### src/hdl/oscsw_cfg.svh
// register map, field positions, reset values and keys of the oscillator control block
`ifndef OSCSW_CFG_SVH
`define OSCSW_CFG_SVH
`define OSW_ADDR_W       8
`define OSW_OFF_CTRL     8'h00
`define OSW_OFF_TUNE     8'h04
`define OSW_OFF_UNLOCK   8'h08
`define OSW_CUR_HI       14
`define OSW_CUR_LO       12
`define OSW_REQ_HI       10
`define OSW_REQ_LO       8
`define OSW_BIT_FREEZE   7
`define OSW_BIT_PINLOCK  6
`define OSW_BIT_PLLLOCK  5
`define OSW_BIT_FAIL     3
`define OSW_BIT_PKEEP    2
`define OSW_BIT_SECEN    1
`define OSW_BIT_SWREQ    0
`define OSW_TRIM_W       6
`define OSW_TRIM_RST     6'h00
`define OSW_KEY1         8'h46
`define OSW_KEY2         8'h57
`define OSW_SWITCH_CYC   4
`define OSW_RESP_OKAY    2'h0
`define OSW_RESP_SLVERR  2'h2
`define OSW_SWM_ON       2'h0
`endif

### src/hdl/oscsw_pkg.sv
// types shared by the oscillator control block
`default_nettype none
package oscsw_pkg;
  typedef enum logic [2:0] {
    OSW_SRC_FAST_RC      = 3'h0,
    OSW_SRC_FAST_RC_PLL  = 3'h1,
    OSW_SRC_PRIMARY      = 3'h2,
    OSW_SRC_PRIMARY_PLL  = 3'h3,
    OSW_SRC_SECONDARY    = 3'h4,
    OSW_SRC_LOW_POWER_RC = 3'h5,
    OSW_SRC_RESERVED     = 3'h6,
    OSW_SRC_FAST_RC_DIV  = 3'h7
  } oscsw_src_t;
  typedef enum logic [0:0] {
    OSW_ST_IDLE   = 1'b0,
    OSW_ST_SWITCH = 1'b1
  } oscsw_state_t;
  typedef enum logic [1:0] {
    OSW_UNL_NONE  = 2'h0,
    OSW_UNL_KEY1  = 2'h1,
    OSW_UNL_ARMED = 2'h2
  } oscsw_unlock_t;
endpackage
`default_nettype wire

### src/hdl/oscsw_ctrl.sv
// oscillator source select, switch, lock and trim control with AXI4-Lite registers
`include "oscsw_cfg.svh"
`default_nettype none
module oscsw_ctrl #(
  parameter int unsigned SWITCH_CYCLES = `OSW_SWITCH_CYC
) (
  input  wire logic                   clock_in,
  input  wire logic                   reset_in,
  input  wire logic [`OSW_ADDR_W-1:0] s_axi_awaddr_in,
  input  wire logic                   s_axi_awvalid_in,
  output logic                        s_axi_awready_out,
  input  wire logic [31:0]            s_axi_wdata_in,
  input  wire logic [3:0]             s_axi_wstrb_in,
  input  wire logic                   s_axi_wvalid_in,
  output logic                        s_axi_wready_out,
  output logic [1:0]                  s_axi_bresp_out,
  output logic                        s_axi_bvalid_out,
  input  wire logic                   s_axi_bready_in,
  input  wire logic [`OSW_ADDR_W-1:0] s_axi_araddr_in,
  input  wire logic                   s_axi_arvalid_in,
  output logic                        s_axi_arready_out,
  output logic [31:0]                 s_axi_rdata_out,
  output logic [1:0]                  s_axi_rresp_out,
  output logic                        s_axi_rvalid_out,
  input  wire logic                   s_axi_rready_in,
  input  wire logic [2:0]             initial_source_fuses_in,
  input  wire logic                   one_way_pin_freeze_fuse_in,
  input  wire logic [1:0]             switch_monitor_fuses_in,
  input  wire logic [1:0]             primary_submode_fuses_in,
  input  wire logic                   pll_locked_in,
  input  wire logic                   clock_fail_event_in,
  output oscsw_pkg::oscsw_src_t       current_source_out,
  output logic [`OSW_TRIM_W-1:0]      fast_osc_trim_out,
  output logic [1:0]                  primary_submode_out,
  output logic                        pin_config_freeze_out,
  output logic                        switch_enable_out,
  output logic                        monitor_enable_out,
  output logic                        primary_keep_in_sleep_out,
  output logic                        secondary_enable_out
);
  import oscsw_pkg::*;

  // fuses and status pins come from outside this clock: two flops first
  logic [9:0] sync1_r;
  logic [9:0] sync2_r;
  always_ff @(posedge clock_in) begin
    sync1_r <= {initial_source_fuses_in, one_way_pin_freeze_fuse_in,
                switch_monitor_fuses_in, primary_submode_fuses_in,
                pll_locked_in, clock_fail_event_in};
    sync2_r <= sync1_r;
  end
  logic [2:0] init_src_s;
  logic       one_way_s;
  logic [1:0] swm_s;
  logic [1:0] submode_s;
  logic       pll_lock_s;
  logic       fail_evt_s;
  assign {init_src_s, one_way_s, swm_s, submode_s, pll_lock_s, fail_evt_s} = sync2_r;

  // configuration decoded into flops
  logic switch_en_r;
  logic monitor_en_r;
  logic one_way_r;
  always_ff @(posedge clock_in) begin
    if (reset_in) begin
      switch_en_r  <= 1'b0;
      monitor_en_r <= 1'b0;
      one_way_r    <= 1'b0;
    end else begin
      switch_en_r  <= (swm_s == `OSW_SWM_ON);
      monitor_en_r <= ~swm_s[1];
      one_way_r    <= one_way_s;
    end
  end

  // AXI4-Lite write path: address and data are taken together
  logic        awready_r;
  logic        wready_r;
  logic        bvalid_r;
  logic [1:0]  bresp_r;
  logic        wr_go;
  logic        wr_fire;
  logic [7:0]  wr_off;
  assign wr_go   = s_axi_awvalid_in & s_axi_wvalid_in & ~awready_r & ~bvalid_r;
  assign wr_fire = s_axi_awvalid_in & awready_r & s_axi_wvalid_in & wready_r;
  assign wr_off  = {s_axi_awaddr_in[7:2], 2'h0};
  logic wr_ctrl;
  logic wr_tune;
  logic wr_unl;
  assign wr_ctrl = wr_fire & (wr_off == `OSW_OFF_CTRL);
  assign wr_tune = wr_fire & (wr_off == `OSW_OFF_TUNE);
  assign wr_unl  = wr_fire & (wr_off == `OSW_OFF_UNLOCK);
  logic b0;
  logic b1;
  assign b0 = s_axi_wstrb_in[0];
  assign b1 = s_axi_wstrb_in[1];

  always_ff @(posedge clock_in) begin
    if (reset_in) begin
      awready_r <= 1'b0;
      wready_r  <= 1'b0;
      bvalid_r  <= 1'b0;
      bresp_r   <= `OSW_RESP_OKAY;
    end else begin
      awready_r <= wr_go;
      wready_r  <= wr_go;
      if (wr_fire) begin
        bvalid_r <= 1'b1;
        bresp_r  <= (wr_ctrl | wr_tune | wr_unl) ? `OSW_RESP_OKAY : `OSW_RESP_SLVERR;
      end else if (s_axi_bready_in) begin
        bvalid_r <= 1'b0;
      end
    end
  end

  // unlock sequence: two keys in a row arm one following control write
  oscsw_unlock_t unl_r;
  always_ff @(posedge clock_in) begin
    if (reset_in) begin
      unl_r <= OSW_UNL_NONE;
    end else if (wr_unl & b0) begin
      if (unl_r == OSW_UNL_KEY1 && s_axi_wdata_in[7:0] == `OSW_KEY2) begin
        unl_r <= OSW_UNL_ARMED;
      end else if (s_axi_wdata_in[7:0] == `OSW_KEY1) begin
        unl_r <= OSW_UNL_KEY1;
      end else begin
        unl_r <= OSW_UNL_NONE;
      end
    end else if (wr_fire) begin
      unl_r <= OSW_UNL_NONE; // any other write consumes or breaks the sequence
    end
  end

  // source selection and switch sequencing
  oscsw_src_t    cur_r;
  oscsw_src_t    req_r;
  oscsw_src_t    target_r;
  oscsw_state_t  st_r;
  logic [7:0]    cnt_r;
  logic          swreq_r;
  logic          freeze_r;
  logic          ctrl_wr_ok;
  assign ctrl_wr_ok = wr_ctrl & ~freeze_r;

  always_ff @(posedge clock_in) begin
    if (reset_in) begin
      req_r <= oscsw_src_t'(init_src_s);
    end else if (ctrl_wr_ok & b1) begin
      req_r <= oscsw_src_t'(s_axi_wdata_in[`OSW_REQ_HI:`OSW_REQ_LO]);
    end
  end

  always_ff @(posedge clock_in) begin
    if (reset_in) begin
      cur_r    <= oscsw_src_t'(init_src_s);
      target_r <= OSW_SRC_FAST_RC;
      st_r     <= OSW_ST_IDLE;
      cnt_r    <= 8'h00;
      swreq_r  <= 1'b0;
    end else if (!switch_en_r) begin
      cur_r   <= oscsw_src_t'(init_src_s);
      st_r    <= OSW_ST_IDLE;
      swreq_r <= 1'b0;
    end else begin
      unique case (st_r)
        OSW_ST_IDLE: begin
          if (swreq_r) begin
            // reserved code is not a valid target: request simply drops
            if (req_r == OSW_SRC_RESERVED) begin
              swreq_r <= 1'b0;
            end else begin
              target_r <= req_r;
              cnt_r    <= 8'(SWITCH_CYCLES - 1);
              st_r     <= OSW_ST_SWITCH;
            end
          end else if (ctrl_wr_ok & b0 & s_axi_wdata_in[`OSW_BIT_SWREQ]) begin
            swreq_r <= 1'b1;
          end
        end
        OSW_ST_SWITCH: begin
          if (cnt_r == 8'h00) begin
            cur_r   <= target_r;
            swreq_r <= 1'b0;
            st_r    <= OSW_ST_IDLE;
          end else begin
            cnt_r <= cnt_r - 8'h01;
          end
        end
      endcase
    end
  end

  // lock, freeze and flag bits
  logic pll_mode;
  logic lock_r;
  logic fail_r;
  logic pinlock_r;
  logic pkeep_r;
  logic secen_r;
  assign pll_mode = (cur_r == OSW_SRC_FAST_RC_PLL) | (cur_r == OSW_SRC_PRIMARY_PLL);

  always_ff @(posedge clock_in) begin
    if (reset_in) begin
      lock_r <= 1'b0;
    end else begin
      lock_r <= pll_lock_s & pll_mode & (st_r == OSW_ST_IDLE);
    end
  end

  always_ff @(posedge clock_in) begin
    if (reset_in) begin
      fail_r <= 1'b0;
    end else if (fail_evt_s & monitor_en_r) begin
      fail_r <= 1'b1; // a failure beats a clear in the same cycle
    end else if (wr_ctrl & b0 & ~s_axi_wdata_in[`OSW_BIT_FAIL]) begin
      fail_r <= 1'b0;
    end
  end

  always_ff @(posedge clock_in) begin
    if (reset_in) begin
      freeze_r <= 1'b0;
    end else if (wr_ctrl & b0 & s_axi_wdata_in[`OSW_BIT_FREEZE]) begin
      freeze_r <= 1'b1;
    end
  end

  always_ff @(posedge clock_in) begin
    if (reset_in) begin
      pinlock_r <= 1'b0;
    end else if (wr_ctrl & b0 & (unl_r == OSW_UNL_ARMED)) begin
      pinlock_r <= s_axi_wdata_in[`OSW_BIT_PINLOCK] | (pinlock_r & one_way_r);
    end
  end

  always_ff @(posedge clock_in) begin
    if (reset_in) begin
      pkeep_r <= 1'b0;
      secen_r <= 1'b0;
    end else if (wr_ctrl & b0) begin
      pkeep_r <= s_axi_wdata_in[`OSW_BIT_PKEEP];
      secen_r <= s_axi_wdata_in[`OSW_BIT_SECEN];
    end
  end

  // trim is only stored; its frequency effect is not modelled here
  logic [`OSW_TRIM_W-1:0] trim_r;
  always_ff @(posedge clock_in) begin
    if (reset_in) begin
      trim_r <= `OSW_TRIM_RST;
    end else if (wr_tune & b0) begin
      trim_r <= s_axi_wdata_in[`OSW_TRIM_W-1:0];
    end
  end

  // AXI4-Lite read path
  logic        arready_r;
  logic        rvalid_r;
  logic [31:0] rdata_r;
  logic [1:0]  rresp_r;
  logic        ar_fire;
  logic [7:0]  rd_off;
  logic [15:0] ctrl_word;
  assign ar_fire = s_axi_arvalid_in & arready_r;
  assign rd_off  = {s_axi_araddr_in[7:2], 2'h0};
  always_comb begin
    ctrl_word = 16'h0000;
    ctrl_word[`OSW_CUR_HI:`OSW_CUR_LO] = cur_r;
    ctrl_word[`OSW_REQ_HI:`OSW_REQ_LO] = req_r;
    ctrl_word[`OSW_BIT_FREEZE]  = freeze_r;
    ctrl_word[`OSW_BIT_PINLOCK] = pinlock_r;
    ctrl_word[`OSW_BIT_PLLLOCK] = lock_r;
    ctrl_word[`OSW_BIT_FAIL]    = fail_r;
    ctrl_word[`OSW_BIT_PKEEP]   = pkeep_r;
    ctrl_word[`OSW_BIT_SECEN]   = secen_r;
    ctrl_word[`OSW_BIT_SWREQ]   = swreq_r;
  end

  always_ff @(posedge clock_in) begin
    if (reset_in) begin
      arready_r <= 1'b0;
      rvalid_r  <= 1'b0;
      rdata_r   <= 32'h0000_0000;
      rresp_r   <= `OSW_RESP_OKAY;
    end else begin
      arready_r <= s_axi_arvalid_in & ~arready_r & ~rvalid_r;
      if (ar_fire) begin
        rvalid_r <= 1'b1;
        rresp_r  <= `OSW_RESP_OKAY;
        unique case (rd_off)
          `OSW_OFF_CTRL:   rdata_r <= {16'h0000, ctrl_word};
          `OSW_OFF_TUNE:   rdata_r <= {26'h0, trim_r};
          `OSW_OFF_UNLOCK: rdata_r <= 32'h0000_0000;
          default: begin
            rdata_r <= 32'h0000_0000;
            rresp_r <= `OSW_RESP_SLVERR;
          end
        endcase
      end else if (s_axi_rready_in) begin
        rvalid_r <= 1'b0;
      end
    end
  end

  // outputs, all from flops
  logic [1:0] submode_r;
  always_ff @(posedge clock_in) begin
    if (reset_in) begin
      submode_r <= 2'h0;
    end else begin
      submode_r <= submode_s; // no register path can change it
    end
  end

  assign s_axi_awready_out         = awready_r;
  assign s_axi_wready_out          = wready_r;
  assign s_axi_bvalid_out          = bvalid_r;
  assign s_axi_bresp_out           = bresp_r;
  assign s_axi_arready_out         = arready_r;
  assign s_axi_rvalid_out          = rvalid_r;
  assign s_axi_rdata_out           = rdata_r;
  assign s_axi_rresp_out           = rresp_r;
  assign current_source_out        = cur_r;
  assign fast_osc_trim_out         = trim_r;
  assign primary_submode_out       = submode_r;
  assign pin_config_freeze_out     = pinlock_r;
  assign switch_enable_out         = switch_en_r;
  assign monitor_enable_out        = monitor_en_r;
  assign primary_keep_in_sleep_out = pkeep_r;
  assign secondary_enable_out      = secen_r;

  // checks
  cur_from_fuse_a: assert property (@(posedge clock_in) disable iff (reset_in)
    !switch_en_r |=> cur_r == $past(init_src_s))
    else $error("current source not from fuses while switching off");
  req_held_low_a: assert property (@(posedge clock_in) disable iff (reset_in)
    !switch_en_r ##1 !switch_en_r |-> !swreq_r)
    else $error("switch request set while switching off");
  lock_nonpll_a: assert property (@(posedge clock_in) disable iff (reset_in)
    (!pll_mode || st_r == OSW_ST_SWITCH) |=> !lock_r)
    else $error("pll lock shown in non-pll mode or during switch");
  freeze_sticky_a: assert property (@(posedge clock_in) disable iff (reset_in)
    freeze_r |=> freeze_r)
    else $error("source change freeze was cleared");
  fail_set_cause_a: assert property (@(posedge clock_in) disable iff (reset_in)
    !fail_r ##1 fail_r |-> $past(fail_evt_s) && $past(monitor_en_r))
    else $error("clock fail flag set without a failure");
  pin_one_way_a: assert property (@(posedge clock_in) disable iff (reset_in)
    pinlock_r && one_way_r |=> pinlock_r)
    else $error("pin freeze cleared under one-way fuse");
  pin_unlock_a: assert property (@(posedge clock_in) disable iff (reset_in)
    $changed(pinlock_r) |-> $past(unl_r) == OSW_UNL_ARMED && $past(wr_ctrl))
    else $error("pin freeze changed without unlock");
  switch_done_a: assert property (@(posedge clock_in) disable iff (reset_in)
    st_r == OSW_ST_SWITCH && cnt_r == 8'h00 && switch_en_r
      |=> cur_r == $past(target_r) && !swreq_r && st_r == OSW_ST_IDLE)
    else $error("switch did not complete correctly");
  trim_store_a: assert property (@(posedge clock_in) disable iff (reset_in)
    wr_tune && b0 |=> fast_osc_trim_out == $past(s_axi_wdata_in[`OSW_TRIM_W-1:0]))
    else $error("trim value not stored");
  write_resp_a: assert property (@(posedge clock_in) disable iff (reset_in)
    wr_fire |=> bvalid_r)
    else $error("write response missing");
  resp_hold_a: assert property (@(posedge clock_in) disable iff (reset_in)
    bvalid_r && !s_axi_bready_in |=> bvalid_r && $stable(bresp_r))
    else $error("write response dropped before it was taken");
endmodule
`default_nettype wire

### config.mk
export PLATFORM = sky130hd
export DESIGN_NAME = oscsw_ctrl
export DESIGN_NICKNAME = d
export VERILOG_FILES = /design/src/hdl/oscsw_pkg.sv /design/src/hdl/oscsw_ctrl.sv
export VERILOG_INCLUDE_DIRS = /design/src /design/src/hdl
export SDC_FILE = /design/constraint.sdc
export NUM_CORES = 1
export LEC_CHECK = 0
export ABC_AREA = 1
export BUFFER_PORTS_ARGS = -buffer_cell sky130_fd_sc_hd__buf_2
export CORE_ASPECT_RATIO = 0.9
export CORE_MARGIN = 5
export CORE_UTILIZATION = 51
export CTS_CLUSTER_DIAMETER = 200
export DETAILED_ROUTE_END_ITERATION = 10
export GPL_ROUTABILITY_DRIVEN = 0
export PLACE_DENSITY = 0.94
export REMOVE_ABC_BUFFERS = 1
export SETUP_SLACK_MARGIN = 0.4
export SKIP_LAST_GASP = 1
export SLEW_MARGIN = 40
export SYNTH_ARGS = -nofsm -noshare
export SYNTH_HDL_FRONTEND = slang
export SYNTH_SLANG_ARGS = --single-unit
### constraint.sdc
create_clock -name clock_in -period 3.2 [get_ports clock_in]
set_input_delay 0.16 -clock clock_in [delete_from_list [all_inputs] [get_ports clock_in]]
set_output_delay 0.16 -clock clock_in [all_outputs]
set_load 0.01 [all_outputs]
==> flow_metrics.env <==
export IMPL_status="complete, no violations"
export IMPL_area_growth_pct=21.75
export IMPL_regArea_sq_um=1622
export IMPL_grt_max_degree=32
export IMPL_remaining_drc_errors=0
export IMPL_drv_cap=0
export IMPL_hp_class="in -> reg"
export IMPL_postCtsSetupBuffers=0
export IMPL_dp_cells=518
export IMPL_drtIter0Drc=255
export IMPL_seq_area_frac_synth_pct=52.79
export IMPL_fmax_ghz=0.6189
export IMPL_yosys_area_top_type="dfxtp_1"
export IMPL_final_util_pct=64.95
export IMPL_cts_root_buf="clkbuf_8"
export IMPL_ctsResizeCount=0
export IMPL_ios=126
export IMPL_route_met2_wl_mm=3.541
export IMPL_ys_flop_type="dfxtp_1"
export IMPL_grt_antenna_before_repair=0
export IMPL_synth_edff_count=6
export IMPL_wl_met1_mm=2.853
export IMPL_grt_first_pass_wirelength_mm=11.85
export IMPL_ys_ff_latch=78
export IMPL_dpl_cell_area_sq_um=3438
export IMPL_portBuffers=78
export IMPL_initial_core_util_pct=53.35
export IMPL_synth_area_per_cell_sq_um=8.105
export IMPL_synth_area_sq_um=3072
export IMPL_synth_area_leaders="dfxtp_1 (47%), nand2_1 (8.2%), edfxtp_1 (5.9%)"
export IMPL_p_per_area_nw_per_um2=504.6
export IMPL_hp_start="s_axi_arvalid_in"
export IMPL_dpl_worst_slack_ps=1577
export IMPL_crit_path_cell_trace="inv_1 -> ha_1 -> nand2_1 -> o31ai_1"
export IMPL_ant_nets=0
export IMPL_critPathArrivalTime_ps=1610
export IMPL_fin_nets=540
export IMPL_power_mw=1.887
export IMPL_critPathMaxStageDelay_ps=500
export IMPL_netlist_instances=379
export IMPL_tightestPinTransition_ps=752.1
export IMPL_drive_gt1_share_pct=22.36
export IMPL_viasPerCell=4.980
export IMPL_design_area_sq_um=3740
export IMPL_r2r_start="cnt_r[0]"
export IMPL_report_final_slew_viol_count=0
export IMPL_htreeDepth=3
export IMPL_numCtsBuffers=9
export IMPL_first_pass_iters=4
export IMPL_setup_viol=0
export IMPL_startpoint="cnt_r[0]"
export IMPL_top_layer_used="met4"
export IMPL_vias=2709
export IMPL_layoutNonFillerInstCount=544
export IMPL_grt_pass1_vias=2641
export IMPL_grt_overflow_total=0
export IMPL_crit_slowest_cell="o31ai_1"
export IMPL_path_clk_slew_ps=80
export IMPL_vdd_drop_max_v=0.0003461
export IMPL_period_needed_ps=1616
export IMPL_dieHeight_um=83.63
export IMPL_finalHoldViolCount=0
export IMPL_fin_ws_ps=1584
export IMPL_synth_warnings=0
export IMPL_ctsLongestPathBuffers=2
export IMPL_grt_setup_unrepaired="false"
export IMPL_skew_ps=6.328
export IMPL_fp_dieW_um=91.81
export IMPL_insertion_delay_ps=350
export IMPL_grt_usage_pct=19.20
export IMPL_row_count=26
export IMPL_slew_limit_headroom_pct=49.81
export IMPL_n_antenna_cell=0
export IMPL_finalCritPeriodShare_pct=50.50
export IMPL_dp_hpwl_mm=5.126
export IMPL_synthArstFlopShare_pct=0
export IMPL_crit_type="reg -> reg"
export IMPL_worst_ep_required_time_ps=3190
export IMPL_cp_max_fo=5
export IMPL_cp_start_kind="register"
export IMPL_wl_met3_um=634
export IMPL_whs_ps=28.40
export IMPL_fp_coreArea_sq_um=5758
export IMPL_fillerInstances=482
export IMPL_wl_mm=7.139
export IMPL_yosysTopAreaCellShare_pct=46.92
export IMPL_cts_tree="built"
export IMPL_multi_input_area_sq_um=1170
export IMPL_clock_sinks=78
export IMPL_ys_types=29
export IMPL_setup_tns_final_ps=0
export IMPL_end_kind="register"
export IMPL_p_leak_nw=1.773
export IMPL_wl_per_cell_um=13.12
export IMPL_die_area_sq_um=7677
==> timing repair <==
item                       in CTS  in global routing
hold endpoints to repair       10                  0
hold buffers                   10                  0
setup endpoints to repair       0                  0
==> synthesized netlist by cell type, types with 2 or more instances <==
master / number
dfxtp_1: 72
nand2_1: 67
nor2_1: 48
inv_1: 42
a21oi_1: 30
o21ai_0: 28
nand3_1: 23
buf_4: 21
clkbuf_1: 6
edfxtp_1: 6
nor3_1: 5
nor4_1: 4
nand2_2: 3
nand4_1: 3
nor2_4: 3
buf_2: 2
ha_1: 2
nand3_2: 2
o211ai_1: 2
==> path summary, 6_finish.rpt <==
check	cells after the start	end	slack (ps)
worst min-delay path	3	s_axi_arready_out	30
worst max-delay path	4	current_source_out[2]	1580
worst max register to register	4	current_source_out[2]	1580
worst min register to register	0	sync2_r[4]	330
==> cell type report <==
type | instances | share of cell area (%)
sequential | 78 | 43.36
multi-input combinational | 248 | 31.28
timing repair buffer | 89 | 13.32
clock buffer | 11 | 4.349
inverter | 43 | 4.316
tap | 70 | 2.342
clock inverter | 5 | 1.037
==> routing by layer <==
metal | vias up | global-route usage [%]
met5 | - | 0
met4 | 0 | 6.883
met3 | 14 | 6.853
met2 | 110 | 32.91
met1 | 1222 | 21.96
li1 | 1363 | -
==> placed cells by master (no fill, tap or decap), drive strengths merged <==
cell,instances
clkinvlp,2
inv,43
a221oi,1
and3,1
buf,79
dlygate4sd3,10
a21o,1
nor2,51
o31ai,1
o21ai,29
o211ai,2
dfxtp,72
nand4,3
xor2,1
ha,2
nor4,4
nor3,6
edfxtp,6
conb,20
nand2,71
clkinv,3
a21oi,30
nand3,25
clkbuf,11
==> logic make-up after synthesis <==
family	count (synthesis)	share of synthesized area [%]
xor+xnor	1	0.2852
buf+inv	72	11.45
other cells	1	0.1221
flops	78	52.79
simple gates	161	23.30
fa+ha+maj	2	0.8145
compound gates	64	11.24
==> worst max-delay path: cells and delay by family (launching register included) <==
family | cells | cell delay, ps
AOI/OAI and AO/OA | 1 | 500
adders and majority gates | 1 | 170
buffers and inverters | 1 | 150
DFF | 1 | 330
and+or+nand+nor | 1 | 110
==> power by group <==
part / switching [mW] / total [mW] / internal [mW]
Clock: 0.365 / 0.719 / 0.354
Combinational: 0.0802 / 0.135 / 0.0547
Sequential: 0.0158 / 1.03 / 1.02
Total: 0.461 / 1.89 / 1.43
==> flip-flops by register name, indices dropped and copies added, names as in the netlist, 2 cells and up <==
signal               count
cnt_r                    8
s_axi_rdata_out         14
target_r                 3
primary_submode_out      2
fast_osc_trim_out        6
current_source_out       3
req_r                    3
sync2_r                 10
sync1_r                 10
unl_r                    2
Power figures use the tool's default switching activity.
